[src/common/rtc_pkg.sv]
// Purpose: Shared constants for the seconds/alarm clock
// Assumes: 50 MHz system clock, 32.768 kHz time base
// Notes: Counts derived from times where a time is given
package rtc_pkg;
  localparam int unsigned CLK_PERIOD_NS = 20;
  localparam int SUB_W = 12;
  localparam logic [11:0] SUB_MAX = 12'hFFF;
  localparam int SEC_W = 32;
  // Time base: 8 source edges per 1/4096 s at nominal rate
  localparam logic [23:0] NOM_STEP = 24'h0F_4240;
  localparam logic [23:0] TICK_THRESH = 24'h7A_1200;
  localparam logic signed [7:0] TRIM_MAX = 8'sh7F;
  // Alarm limits: 12 days in seconds and in 1/4096 s units
  localparam int unsigned ALARM_SPAN_S = 1036800;
  localparam logic [19:0] TOD_IVL_MIN = 20'h0_0001;
  localparam logic [19:0] TOD_IVL_MAX = 20'hF_D200;
  localparam logic [31:0] SUB_IVL_MIN = 32'h0000_0001;
  localparam logic [31:0] SUB_IVL_MAX = 32'hFD20_0000;
  localparam logic [31:0] SEC_RESET = 32'h0000_0000;
  localparam logic [23:0] ACC_RESET = 24'h00_0000;
  typedef enum logic {ALM_IDLE, ALM_ARMED} alarm_state_e;
endpackage

[src/common/rtc_tick_if.sv]
// Purpose: Carries the sub-second tick from time base to counter
// Assumes: Single clock domain
// Notes: One-cycle pulse per 1/4096 s
`timescale 1ns/1ps
`default_nettype none
interface rtc_tick_if;
  logic sub_tick;
  modport src (output sub_tick);
  modport dst (input sub_tick);
endinterface
`default_nettype wire

[src/core/rtc_core.sv]
// Purpose: Seconds counter with time-of-day and sub-second alarms
// Assumes: Control bits are plain ports, pulses last one cycle
// Notes: Alarm flags are sticky; set beats clear
//
// Summary of operation
// - Time is a 32-bit seconds count advancing once per second.
// - A time-of-day alarm fires 1 s to 12 days after it is set.
// - An independent 32-bit sub-second alarm counts 1/4096 s units, 244 us to 12 days.
// - Either alarm can be made recurring so it fires each interval.
// - An expired enabled alarm raises an interrupt or a wake request.
// - The time base comes from the 32.768 kHz crystal or an external clock by selection.
// - A trim of +/-127 ppm in 1 ppm steps adjusts the effective rate.
// - When enabled, a calibration signal from the time base is driven out.
`timescale 1ns/1ps
`default_nettype none
module rtc_core (
  input wire logic clk,
  input wire logic nrst,
  input wire logic ext_low_freq_xtal_osc,
  input wire logic ext_clk_in,
  input wire logic src_ext,
  input wire logic [7:0] trim,
  input wire logic cal_en,
  output logic cal_clock_out,
  input wire logic time_wr,
  input wire logic [31:0] time_wsec,
  input wire logic [11:0] time_wsub,
  output logic [31:0] seconds,
  output logic [11:0] subsec,
  input wire logic tod_set,
  input wire logic [19:0] tod_interval,
  input wire logic tod_recur,
  input wire logic sub_set,
  input wire logic [31:0] sub_interval,
  input wire logic sub_recur,
  input wire logic [1:0] alarm_clr,
  input wire logic [1:0] irq_en,
  input wire logic [1:0] wake_en,
  output logic [1:0] alarm_flag,
  output logic tod_armed,
  output logic sub_armed,
  output logic irq,
  output logic wake_req
);
  import rtc_pkg::*;

  rtc_tick_if tk ();

  rtc_time_base u_tb (
    .clk(clk),
    .nrst(nrst),
    .ext_low_freq_xtal_osc(ext_low_freq_xtal_osc),
    .ext_clk_in(ext_clk_in),
    .src_ext(src_ext),
    .trim(trim),
    .cal_en(cal_en),
    .cal_clock_out(cal_clock_out),
    .tk(tk)
  );

  function automatic logic [19:0] clamp20(input logic [19:0] v);
    clamp20 = (v < TOD_IVL_MIN) ? TOD_IVL_MIN : ((v > TOD_IVL_MAX) ? TOD_IVL_MAX : v);
  endfunction

  function automatic logic [31:0] clamp32(input logic [31:0] v);
    clamp32 = (v < SUB_IVL_MIN) ? SUB_IVL_MIN : ((v > SUB_IVL_MAX) ? SUB_IVL_MAX : v);
  endfunction

  ////////////////////////////////////////////////////////////////////
  // Time counter
  logic [31:0] sec_reg, sec_next;
  logic [11:0] sub_reg, sub_next;
  logic sec_tick;

  always_comb begin
    sec_tick = tk.sub_tick && sub_reg == SUB_MAX;
    sub_next = sub_reg;
    sec_next = sec_reg;
    if (time_wr) begin
      sub_next = time_wsub;
      sec_next = time_wsec;
    end else if (tk.sub_tick) begin
      sub_next = sub_reg + 12'h001;
      if (sec_tick) begin
        sec_next = sec_reg + 32'h0000_0001;
      end
    end
  end

  always_ff @(posedge clk) begin
    if (!nrst) begin
      sec_reg <= SEC_RESET;
      sub_reg <= 12'h000;
    end else begin
      sec_reg <= sec_next;
      sub_reg <= sub_next;
    end
  end

  assign seconds = sec_reg;
  assign subsec = sub_reg;

  ////////////////////////////////////////////////////////////////////
  // Time-of-day alarm
  alarm_state_e tod_st_reg, tod_st_next;
  logic [31:0] tod_tgt_reg, tod_tgt_next;
  logic [19:0] tod_ivl_reg, tod_ivl_next;
  logic tod_rec_reg, tod_rec_next;
  logic tod_hit;

  always_comb begin
    tod_st_next = tod_st_reg;
    tod_tgt_next = tod_tgt_reg;
    tod_ivl_next = tod_ivl_reg;
    tod_rec_next = tod_rec_reg;
    tod_hit = 1'b0;
    unique case (tod_st_reg)
      ALM_IDLE: begin
      end
      ALM_ARMED: begin
        if (sec_tick && !time_wr && sec_next == tod_tgt_reg) begin
          tod_hit = 1'b1;
          if (tod_rec_reg) begin
            tod_tgt_next = tod_tgt_reg + {12'h000, tod_ivl_reg};
          end else begin
            tod_st_next = ALM_IDLE;
          end
        end
      end
    endcase
    if (tod_set) begin
      tod_ivl_next = clamp20(tod_interval);
      tod_tgt_next = sec_reg + {12'h000, clamp20(tod_interval)};
      tod_rec_next = tod_recur;
      tod_st_next = ALM_ARMED;
    end
  end

  always_ff @(posedge clk) begin
    if (!nrst) begin
      tod_st_reg <= ALM_IDLE;
      tod_tgt_reg <= 32'h0000_0000;
      tod_ivl_reg <= TOD_IVL_MIN;
      tod_rec_reg <= 1'b0;
    end else begin
      tod_st_reg <= tod_st_next;
      tod_tgt_reg <= tod_tgt_next;
      tod_ivl_reg <= tod_ivl_next;
      tod_rec_reg <= tod_rec_next;
    end
  end

  ////////////////////////////////////////////////////////////////////
  // Sub-second alarm, down-counter in 1/4096 s units
  alarm_state_e sa_st_reg, sa_st_next;
  logic [31:0] sa_cnt_reg, sa_cnt_next;
  logic [31:0] sa_ivl_reg, sa_ivl_next;
  logic sa_rec_reg, sa_rec_next;
  logic sa_hit;

  always_comb begin
    sa_st_next = sa_st_reg;
    sa_cnt_next = sa_cnt_reg;
    sa_ivl_next = sa_ivl_reg;
    sa_rec_next = sa_rec_reg;
    sa_hit = 1'b0;
    unique case (sa_st_reg)
      ALM_IDLE: begin
      end
      ALM_ARMED: begin
        if (tk.sub_tick) begin
          if (sa_cnt_reg == SUB_IVL_MIN) begin
            sa_hit = 1'b1;
            if (sa_rec_reg) begin
              sa_cnt_next = sa_ivl_reg;
            end else begin
              sa_st_next = ALM_IDLE;
            end
          end else begin
            sa_cnt_next = sa_cnt_reg - 32'h0000_0001;
          end
        end
      end
    endcase
    if (sub_set) begin
      sa_ivl_next = clamp32(sub_interval);
      sa_cnt_next = clamp32(sub_interval);
      sa_rec_next = sub_recur;
      sa_st_next = ALM_ARMED;
    end
  end

  always_ff @(posedge clk) begin
    if (!nrst) begin
      sa_st_reg <= ALM_IDLE;
      sa_cnt_reg <= SUB_IVL_MIN;
      sa_ivl_reg <= SUB_IVL_MIN;
      sa_rec_reg <= 1'b0;
    end else begin
      sa_st_reg <= sa_st_next;
      sa_cnt_reg <= sa_cnt_next;
      sa_ivl_reg <= sa_ivl_next;
      sa_rec_reg <= sa_rec_next;
    end
  end

  assign tod_armed = tod_st_reg == ALM_ARMED;
  assign sub_armed = sa_st_reg == ALM_ARMED;

  ////////////////////////////////////////////////////////////////////
  // Sticky flags, bit 0 time-of-day, bit 1 sub-second
  logic [1:0] flag_reg, flag_next, hit;

  always_comb begin
    hit = {sa_hit, tod_hit};
    for (int i = 0; i < 2; i++) begin
      flag_next[i] = hit[i] | (flag_reg[i] & ~alarm_clr[i]);
    end
  end

  always_ff @(posedge clk) begin
    if (!nrst) begin
      flag_reg <= 2'b00;
    end else begin
      flag_reg <= flag_next;
    end
  end

  assign alarm_flag = flag_reg;
  assign irq = |(flag_reg & irq_en);
  assign wake_req = |(flag_reg & wake_en);
endmodule
`default_nettype wire

[src/core/rtc_time_base.sv]
// Purpose: Source select, trimmed divider to 4096 Hz, calibration output
// Assumes: Source inputs are synchronous levels sampled on clk
// Notes: Fractional accumulator, step 1e6 plus trim ppm per source edge
`timescale 1ns/1ps
`default_nettype none
module rtc_time_base (
  input wire logic clk,
  input wire logic nrst,
  input wire logic ext_low_freq_xtal_osc,
  input wire logic ext_clk_in,
  input wire logic src_ext,
  input wire logic [7:0] trim,
  input wire logic cal_en,
  output logic cal_clock_out,
  rtc_tick_if.src tk
);
  import rtc_pkg::*;

  logic src_prev_reg, src_prev_next;
  logic [23:0] acc_reg, acc_next;
  logic tick_reg, tick_next;
  logic cal_reg, cal_next;
  logic sel, src_edge;
  logic signed [7:0] trim_c;
  logic [23:0] step, sum;

  ////////////////////////////////////////////////////////////////////
  always_comb begin
    sel = src_ext ? ext_clk_in : ext_low_freq_xtal_osc;
    src_edge = sel & ~src_prev_reg;
    src_prev_next = sel;
    // Clamp -128 to -127
    trim_c = ($signed(trim) < -TRIM_MAX) ? -TRIM_MAX : $signed(trim);
    step = NOM_STEP + {{16{trim_c[7]}}, trim_c};
    sum = src_edge ? (acc_reg + step) : acc_reg;
    tick_next = 1'b0;
    acc_next = sum;
    if (sum >= TICK_THRESH) begin
      acc_next = sum - TICK_THRESH;
      tick_next = 1'b1;
    end
    cal_next = tick_reg ? ~cal_reg : cal_reg;
  end

  always_ff @(posedge clk) begin
    if (!nrst) begin
      src_prev_reg <= 1'b0;
      acc_reg <= ACC_RESET;
      tick_reg <= 1'b0;
      cal_reg <= 1'b0;
    end else begin
      src_prev_reg <= src_prev_next;
      acc_reg <= acc_next;
      tick_reg <= tick_next;
      cal_reg <= cal_next;
    end
  end

  assign tk.sub_tick = tick_reg;
  // 2048 Hz square wave carrying the trim
  assign cal_clock_out = cal_en & cal_reg;
endmodule
`default_nettype wire

[config.mk]
export PLATFORM = sky130hd
export DESIGN_NAME = rtc_core
export DESIGN_NICKNAME = d
export VERILOG_FILES = /design/src/common/rtc_pkg.sv /design/src/common/rtc_tick_if.sv /design/src/core/rtc_core.sv /design/src/core/rtc_time_base.sv
export SDC_FILE = /design/constraint.sdc
export NUM_CORES = 1
export LEC_CHECK = 0
export BUFFER_PORTS_ARGS = -buffer_cell sky130_fd_sc_hd__buf_2
export CORE_AREA = 2 2 164 182
export CTS_CLUSTER_SIZE = 30
export DETAILED_ROUTE_END_ITERATION = 7
export DIE_AREA = 0 0 166 184
export GPL_TIMING_DRIVEN = 1
export PLACE_DENSITY = 0.7
export SLEW_MARGIN = 5
export SYNTH_ARGS = -nofsm -noshare
export SYNTH_HDL_FRONTEND = slang
export SYNTH_HIERARCHICAL = 1
export SYNTH_SLANG_ARGS = --single-unit
[constraint.sdc]
create_clock -name clk -period 5.2 [get_ports clk]
set_input_delay 0.78 -clock clk [delete_from_list [all_inputs] [get_ports clk]]
set_output_delay 0.78 -clock clk [all_outputs]
set_load 0.005 [all_outputs]
==> impl_metrics.tcl, run 1 <==
set metrics [dict create \
    cap_violations 0 \
    rows 65 \
    fmax_mhz 201 \
    synth_top_cell_area_share 0.272 \
    yosys-top-cells-area "dfxtp_1 (27%), xnor2_1 (5.2%), nand2_1 (5.2%), ha_1 (5.1%), a21oi_1 (4.9%)" \
    cts.clk_slew.worst_paths_ns 0.08 \
    ant_nets 0 \
    powerDensity_mw_per_mm2 257 \
    synth-adder-area-share 0.0554 \
    worstPathMaxFanout 46 \
    synthesis.nets 2012 \
    start_util 0.497 \
    min_period_ns 4.98 \
    syn_area_mm2 0.0142 \
    vias 14436 \
    io_pins 172 \
    finalHoldViolations 0 \
    io_buffers 171 \
    setup-violations-final 0 \
    syn_area_per_cell_um2 7.76 \
    cp-start-kind "register" \
    drt-initial-drc-count 1162 \
    drt-vias-per-instance 6.18 \
    cp.required_ns 5.56 \
    synth.ff_latch_count 193 \
    synth_compound_area_frac 0.239 \
    core_mm2 0.0285 \
    hold_start "u_tb/acc_reg[6]$_SDFF_PN0_" \
    yosys.area_share.simple 0.269 \
    cts_setup_buffers 0 \
    drc_errors 0 \
    finalNonFillerCells 2336 \
    rsz0062_at_grt "false" \
    overflow 0 \
    synth_cells 1830 \
    multi_input_area_mm2 0.00969 \
    fin_skew_ns 0.0151 \
    yosysMostFrequentCell "nand2_1" \
    grt_pass1_vias 13661 \
    synth-main-ff-cell "dfxtp_1" \
    fillers 2670 \
    clockBufferDepth 2 \
    routed_wl_um 45100 \
    critPathSlowestCell "or4_2" \
    path_class "register to register" \
    synth_xor_xnor_area_share 0.0883 \
    ys_top_cells_by_count "nand2_1 (195), dfxtp_1 (193), nor2_1 (154)" \
    die_area_mm2 0.0305 \
    layout-drive-gt1-share 0.161 \
    post-route-period-util 0.957 \
    cts_buffers 17 \
    first_pass_iters 5 \
    irDropWorstVdd_mv 0.188 \
    antenna_found_initial 2 \
    dp.cells 2303 \
    grt.total_usage 0.288 \
    ys_seq_area_frac 0.272 \
    hold_path_class "register to register" \
    outcome "completed" \
    worstRegToRegCells 12 \
    cts_hold_buf 0 \
    grt_max_degree 70 \
    wl_per_cell_um 19.3 \
    slew_headroom 0.363 \
    areaGrowthSynthToFinish_pct 12.6 \
    cts.htree.levels 4 \
    synth_edf_count 0 \
    synth_top_family_by_area "simple AND/OR/NAND/NOR gates" \
    gp_congestion 0.961 \
    leakage_nw 6.58 \
    fin_util 0.560 \
    die_y_um 184 \
    hold_path_depth 2 \
    slowest_delay_ns 0.71 \
    grt_pass1_wl_um 71200 \
    fin_nets 2136 \
    yosys_warnings 6 \
    synth_area_leader_cell "dfxtp_1" \
    muxShareOfSynthArea 0.0291 \
    dpl.hpwl_um 33600 \
    clock_sinks 193 \
    cp-end-kind "register" \
    async_reset_ff_frac 0 \
    die_w_um 166 \
    worst_pin_slew_ns 0.956 \
    cts-root-buf "clkbuf_16" \
    seq_area_mm2 0.00386 \
    yosysUniqueCellTypes 113 \
    path_cells "ha_1 > nand4_4 > or4_4 > nor4_1 > xor3_1 > a2111oi_0 > nand4_1 > or4b_1 > or4_2 > buf_12 > or4_1 > o211ai_1" \
    cts_tree "built" \
    final_max_slew_viol_count 0 \
    worstSetupStartpoint "subsec[0]$_SDFFE_PN0P_" \
    crit-reg2reg-launch "subsec[0]$_SDFFE_PN0P_" \
    insertion_delay_ns 0.45 \
    cp.arrival_ns 5.34 \
]
-- routing by layer --
metal | wire length [um] | track usage
met5 | 0 | 0
met4 | 1680 | 0.127
met1 | 19500 | 0.367
met3 | 3470 | 0.0594
met2 | 20500 | 0.473
-- metrics by stage --
| step | hold slack [ns] | cell area, um^2 | total power, mW | worst slack (ns) | setup TNS (ns) |
|---|---|---|---|---|---|
| 2_1_floorplan | 0.436 | 14200 | 2.47 | 0.447 | 0 |
| 3_3_place_gp | 0.449 | 15400 | 2.77 | 0.120 | 0 |
| 3_5_place_dp | 0.456 | 15400 | 2.79 | -0.0465 | -0.201 |
| 4_1_cts | 0.467 | 16000 | 4.10 | 0.184 | 0 |
| 5_1_grt | 0.483 | 16000 | 4.30 | 0.00270 | 0 |
| 6_report | 0.464 | 16000 | 4.11 | 0.223 | 0 |
-- final timing paths --
kind | end | slack (ns)
min | u_tb/acc_reg[6]$_SDFF_PN0_ | 0.46
max | tod_tgt_reg[30]$_SDFFE_PN0P_ | 0.22
max reg2reg | tod_tgt_reg[30]$_SDFFE_PN0P_ | 0.22
min reg2reg | u_tb/acc_reg[6]$_SDFF_PN0_ | 0.46
-- kinds of logic after synthesis --
kind of cell,after synthesis
fa+ha+maj,61
flops,193
simple gates,741
compound gates,499
xor+xnor,139
buf+inv,156
mux,41
-- final cells by class --
class | instances | share of cell area
timing repair buffer | 218 | 0.0764
clock inverter | 12 | 0.00783
inverter | 43 | 0.0102
sequential | 193 | 0.242
tap | 368 | 0.0288
multi-input combinational | 1481 | 0.606
antenna | 2 | 0.000313
clock buffer | 19 | 0.0283
-- power by group --
part	switching (mW)	internal (mW)	total (mW)
logic	0.614	0.444	1.06
clock network	0.659	0.658	1.32
registers	0.146	1.58	1.73
total	1.42	2.69	4.11
-- cells in the final DEF, fill, tap and decap left out, types with 17 or more instances in the layout --
master / netlist / routed
a21oi_1: 139 / 139
inv_1: 40 / 39
o211ai_1: 42 / 42
nand3_1: 57 / 56
and2_1: 20 / 20
dfxtp_1: 193 / 193
nor2_1: 154 / 154
mux2i_1: 39 / 39
or3_1: 27 / 27
nor2b_1: 20 / 20
a21o_1: 23 / 23
a31oi_1: 38 / 38
nor4_1: 32 / 32
or4_1: 19 / 17
o21ai_0: 78 / 77
a211oi_1: 33 / 33
clkbuf_16: 0 / 17
buf_2: 7 / 171
xnor2_1: 85 / 85
buf_4: 1 / 46
nand4_1: 46 / 46
nor3_1: 56 / 56
nand2_1: 195 / 195
nand2b_1: 25 / 25
xor2_1: 51 / 51
and3_1: 25 / 25
ha_1: 58 / 58
-- timing repair --
action | CTS | global route
hold endpoints to repair | 0 | 0
endpoints found under the setup margin | 0 | 13
resized for setup | 0 | 2
-- critical path, delay by kind of cell (launching register included) --
family	cells	cell delay [ns]
AO/OA/AOI/OAI	2	0.51
flip-flops	1	0.40
adder cells (fa/ha/maj)	1	0.26
buffers and inverters	1	0.22
AND/OR/NAND/NOR	7	3.14
XOR/XNOR	1	0.35
No activity file was read; power rests on OpenSTA's default activity.
==> run 2, diff against run 1 <==
--- a/config.mk
+++ b/config.mk
@@ -10,8 +10,11 @@
 export CTS_CLUSTER_SIZE = 30
 export DETAILED_ROUTE_END_ITERATION = 7
 export DIE_AREA = 0 0 166 184
+export GPL_ROUTABILITY_DRIVEN = 0
 export GPL_TIMING_DRIVEN = 1
+export MAX_ROUTING_LAYER = met4
 export PLACE_DENSITY = 0.7
+export RECOVER_POWER = 25
 export SLEW_MARGIN = 5
 export SYNTH_ARGS = -nofsm -noshare
 export SYNTH_HDL_FRONTEND = slang
==> run 2 against run 1 <==
  * The flow now finishes with violations (max-capacitance violations, max-slew violations)
  * Combinational power about the same
  * Wire length down 1.1%
  * First-iteration DRC count up 2.3%
  * Clock power about the same
  * Global-route usage up 0.52 points
  * Fmax up 0.71%
  * Cell area down 0.41%
  * Non-clock buffer count unchanged
  * Critical endpoint unchanged
  * Largest cell class unchanged
  * Largest power group unchanged
==> impl_metrics.tcl, run 2 (same netlist as run 1, synthesis figures left out) <==
set metrics [dict create \
    crit_family "simple AND/OR/NAND/NOR gates" \
    fin_util 0.558 \
    seq_power_share 0.420 \
    min_period_ns 4.94 \
    ant_nets 0 \
    critPathSlowestCell "or4_2" \
    first_pass_iters 5 \
    top_usage_layer "met2" \
    dpl.hpwl_um 33500 \
    cts_buffers 17 \
    io_buffers 171 \
    cp-end-kind "register" \
    slowest_delay_ns 0.72 \
    cts-root-buf "clkbuf_16" \
    antenna_found_initial 0 \
    wl_per_cell_um 19.1 \
    timing.final.ws_setup_ns 0.259 \
    die_area_mm2 0.0305 \
    routed_wl_um 44500 \
    worst_pin_slew_ns 3.01 \
    core_mm2 0.0285 \
    cts.clk_slew.worst_paths_ns 0.08 \
    multi_input_area_mm2 0.00969 \
    cap_violations 3 \
    irDropWorstVdd_mv 0.176 \
    fillers 2745 \
    fmax_mhz 202 \
    grt_max_degree 63 \
    final.setup.tns_ns 0 \
    insertion_delay_ns 0.45 \
    cts_tree "built" \
    grt_use_met2 0.472 \
    die_w_um 166 \
    ctsResizeCount 0 \
    drt-initial-drc-count 1189 \
    vias 14648 \
    cp-start-kind "register" \
    antennaDiodeCount 0 \
    io_pins 172 \
    hold_path_class "register to register" \
    whs_ns 0.462 \
    path_class "register to register" \
    finalHoldViolations 0 \
    rows 65 \
    seq_area_mm2 0.00386 \
    post-route-period-util 0.950 \
    cts_setup_buffers 0 \
    overflow 0 \
    cp.required_ns 5.55 \
    cell_internal_pwr_mw 2.70 \
    worstPathMaxFanout 46 \
    leakage_nw 6.47 \
    final_common_cell "nand2_1" \
    violations "max-capacitance violations, max-slew violations" \
    combPwrFrac 0.255 \
    cts.htree.levels 4 \
    p_clk_frac 0.325 \
    setup-violations-final 0 \
    grt_pass1_wl_um 70800 \
    grt_pass1_vias 13585 \
    rsz0062_at_grt "false" \
    p_total_mw 4.12 \
    outcome "finished, violations left" \
    drc_errors 0 \
    fin_nets 2136 \
    die_y_um 184 \
    fin_skew_ns 0.0111 \
    grt.total_usage 0.293 \
    switching_share 0.344 \
    crit_buf_inv 2 \
    grt.met3_usage 0.0484 \
    cp.arrival_ns 5.29 \
    grtUsageMet1 0.370 \
    drt-vias-per-instance 6.28 \
    final_max_slew_viol_count 146 \
    layout-drive-gt1-share 0.146 \
    p_sw_mw 1.42 \
    cts_hold_buf 0 \
    areaGrowthSynthToFinish_pct 12.1 \
    slew_headroom -1.00 \
    final_cell_mix "nand2_1 (195), dfxtp_1 (193), buf_2 (156), nor2_1 (154), a21oi_1 (139)" \
    powerDensity_mw_per_mm2 259 \
    path_cells "ha_1 > nand4_4 > or4_4 > buf_12 > or4_4 > o21ai_1 > nor4b_1 > o2111ai_1 > or4b_1 > or4_2 > buf_12 > or4_1 > o211ai_1" \
    clock_sinks 193 \
    start_util 0.497 \
    clockBufferDepth 2 \
    dp_slack_ns -0.0569 \
]
-- run 2: worst paths after layout --
path	startpoint	end	slack, ns	cells after the start
worst min-delay path	u_tb/acc_reg[3]$_SDFF_PN0_	u_tb/acc_reg[3]$_SDFF_PN0_	0.46	2
worst max-delay path	subsec[0]$_SDFFE_PN0P_	tod_tgt_reg[30]$_SDFFE_PN0P_	0.26	13
worst min register to register	u_tb/acc_reg[3]$_SDFF_PN0_	u_tb/acc_reg[3]$_SDFF_PN0_	0.46	2
worst max register to register	subsec[0]$_SDFFE_PN0P_	tod_tgt_reg[30]$_SDFFE_PN0P_	0.26	13
-- run 2: worst reg2reg max path, cell delays in order (launching register included) --
cell       delay [ns]
dfxtp_1          0.40
ha_1             0.26
nand4_4          0.18
or4_4            0.62
buf_12           0.19
or4_4            0.60
o21ai_1          0.11
nor4b_1          0.25
o2111ai_1        0.17
or4b_1           0.51
or4_2            0.72
buf_12           0.22
or4_1            0.52
o211ai_1         0.09
-- run 2: per-stage QoR --
| stage | instances | instance area, um^2 |
|---|---|---|
| floorplan | 1830 | 14200 |
| global placement | 2303 | 15400 |
| detailed placement | 2303 | 15400 |
| CTS | 2334 | 16000 |
| global route | 2334 | 15900 |
| finish | 2334 | 15900 |
-- run 2: final cells by class --
type	count	share of cell area
Clock buffer	18	0.0270
Clock inverter	13	0.00920
Inverter	43	0.0102
Multi-Input combinational cell	1481	0.609
Sequential cell	193	0.243
Tap cell	368	0.0289
Timing Repair Buffer	218	0.0730
-- run 2: power groups by stage --
stage | clock [mW] | combinational [mW] | sequential, mW
2_1_floorplan | 0 | 0.763 | 1.70
3_3_place_gp | 0 | 1.02 | 1.75
3_5_place_dp | 0 | 1.04 | 1.76
4_1_cts | 1.36 | 1.04 | 1.72
5_1_grt | 1.42 | 1.16 | 1.74
6_report | 1.34 | 1.05 | 1.73
-- run 2: metal layers --
metal  vias up  wire length [um]
met5         -                 0
met3        96              3430
met1      6931             19200
met2       637             20300
li1       6984                 -
met4         0              1590
==> run 3, diff against run 2 <==
==> constraint.sdc (replaced) <==
create_clock -name clk -period 5.2 [get_ports clk]
set_input_delay 0.78 -clock clk [delete_from_list [all_inputs] [get_ports clk]]
set_output_delay 0.78 -clock clk [all_outputs]
set_load 0.01 [all_outputs]
==> run 3 against run 2 <==
  * The run ends with design-rule violations, max-capacitance violations, max-slew violations left
  * Cell area is 0.13% lower
  * Via count is 0.40% lower
  * Setup slack better by 0.0098 ns
  * Critical path depth stayed put
  * Final cell count stayed put
  * Register-to-register slack hardly changed
  * Clock power hardly changed
  * Critical endpoint unchanged
  * Largest power group unchanged
  * Highest routed layer unchanged
==> impl_metrics.tcl, run 3 (same netlist as run 1, synthesis figures left out) <==
set metrics [dict create \
    hold_path_class "register to register" \
    rows 65 \
    cts_hold_buf 0 \
    die_area_mm2 0.0305 \
    worst_pin_slew_ns 3.01 \
    final_max_slew_viol_count 146 \
    outcome "finished, violations left" \
    slew_headroom -1.01 \
    powerDensity_mw_per_mm2 260 \
    drt-vias-per-instance 6.25 \
    core_mm2 0.0285 \
    start_util 0.497 \
    wl_per_cell_um 19.1 \
    cp.arrival_ns 5.28 \
    finalHoldViolations 0 \
    min_period_ns 4.93 \
    timing.final.ws_setup_ns 0.268 \
    clockBufferDepth 2 \
    fmax_mhz 203 \
    cts_buffers 17 \
    path_class "register to register" \
    rsz0062_at_grt "false" \
    overflow 0 \
    cts-root-buf "clkbuf_16" \
    grt_pass1_wl_um 70800 \
    ant_nets 0 \
    layout-drive-gt1-share 0.137 \
    first_pass_iters 8 \
    drt-initial-drc-count 1321 \
    antennaDiodeCount 0 \
    cts.clk_slew.worst_paths_ns 0.08 \
    cts_tree "built" \
    cts.htree.levels 4 \
    violations "design-rule violations, max-capacitance violations, max-slew violations" \
    vias 14590 \
    die_w_um 166 \
    grt_max_degree 63 \
    io_buffers 171 \
    worstPathMaxFanout 46 \
    whs_ns 0.462 \
    fin_skew_ns 0.0109 \
    grt_pass1_vias 13585 \
    cap_violations 3 \
    die_y_um 184 \
    fin_nets 2136 \
    cp.required_ns 5.55 \
    final_common_cell "nand2_1" \
    areaGrowthSynthToFinish_pct 12.0 \
    final_cell_mix "nand2_1 (195), dfxtp_1 (193), nor2_1 (154), a21oi_1 (139), buf_2 (139)" \
    drc_errors 1 \
    cp-start-kind "register" \
    post-route-period-util 0.948 \
    routed_wl_um 44600 \
    dp_slack_ns -0.0569 \
    insertion_delay_ns 0.45 \
    clock_sinks 193 \
    dpl.hpwl_um 33500 \
    grt.total_usage 0.293 \
    setup-violations-final 0 \
    antenna_found_initial 0 \
    cp-end-kind "register" \
    io_pins 172 \
    leakage_nw 6.40 \
    irDropWorstVdd_mv 0.177 \
]
-- run 3: where the power goes --
| part | switching [mW] | internal (mW) | total, mW | leakage (nW) |
|---|---|---|---|---|
| Combinational | 0.621 | 0.438 | 1.06 | 4.53 |
| Sequential | 0.145 | 1.58 | 1.73 | 1.59 |
| Clock | 0.660 | 0.679 | 1.34 | 0.277 |
| Total | 1.43 | 2.70 | 4.13 | 6.40 |
-- run 3: metal layers --
metal  vias to the layer above  routed length (um)  GRT usage
met3                        94                3600     0.0484
met2                       626               20300      0.472
met1                      6891               19100      0.370
met4                         0                1570      0.111
met5                         -                   0          -
li1                       6979                   -          -
-- run 3: per-stage QoR --
stage | cells | area [um^2] | total power, mW | setup TNS [ns] | util
finish | 2334 | 15900 | 4.13 | 0 | 0.557
global route | 2334 | 15900 | 4.33 | 0 | 0.557
CTS | 2334 | 16000 | 4.13 | 0 | 0.560
detailed placement | 2303 | 15400 | 2.80 | -0.312 | 0.540
global placement | 2303 | 15400 | 2.78 | 0 | 0.540
floorplan | 1830 | 14200 | 2.48 | 0 | -
-- run 3: critical path: stages (launching register included) --
cell and delay, ns:
dfxtp_1 0.40, ha_1 0.26, nand4_4 0.17, or4_4 0.62
buf_12 0.19, or4_4 0.59, o21ai_1 0.11, nor4b_1 0.25
o2111ai_1 0.17, or4b_1 0.51, or4_2 0.72, buf_12 0.22
or4_1 0.52, o211ai_1 0.09
-- run 3: final timing paths --
| path | start | end | slack, ns | cells after the start |
|---|---|---|---|---|
| max | subsec[0]$_SDFFE_PN0P_ | tod_tgt_reg[30]$_SDFFE_PN0P_ | 0.27 | 13 |
| min | u_tb/acc_reg[3]$_SDFF_PN0_ | u_tb/acc_reg[3]$_SDFF_PN0_ | 0.46 | 2 |
| max reg2reg | subsec[0]$_SDFFE_PN0P_ | tod_tgt_reg[30]$_SDFFE_PN0P_ | 0.27 | 13 |
| min reg2reg | u_tb/acc_reg[3]$_SDFF_PN0_ | u_tb/acc_reg[3]$_SDFF_PN0_ | 0.46 | 2 |
-- run 3: area by class of cell --
cell class	count	area, um^2
sequential	193	3860
fill	2750	12700
inverter	43	163
timing repair buffer	218	1140
tap	368	460
clock inverter	13	146
clock buffer	18	429
multi-input combinational	1481	9690
-- run 3: timing repair --
action | in CTS | in global routing
buffers inserted | 0 | 0
gates resized for setup | 0 | 2
endpoints found under the setup margin | 0 | 4
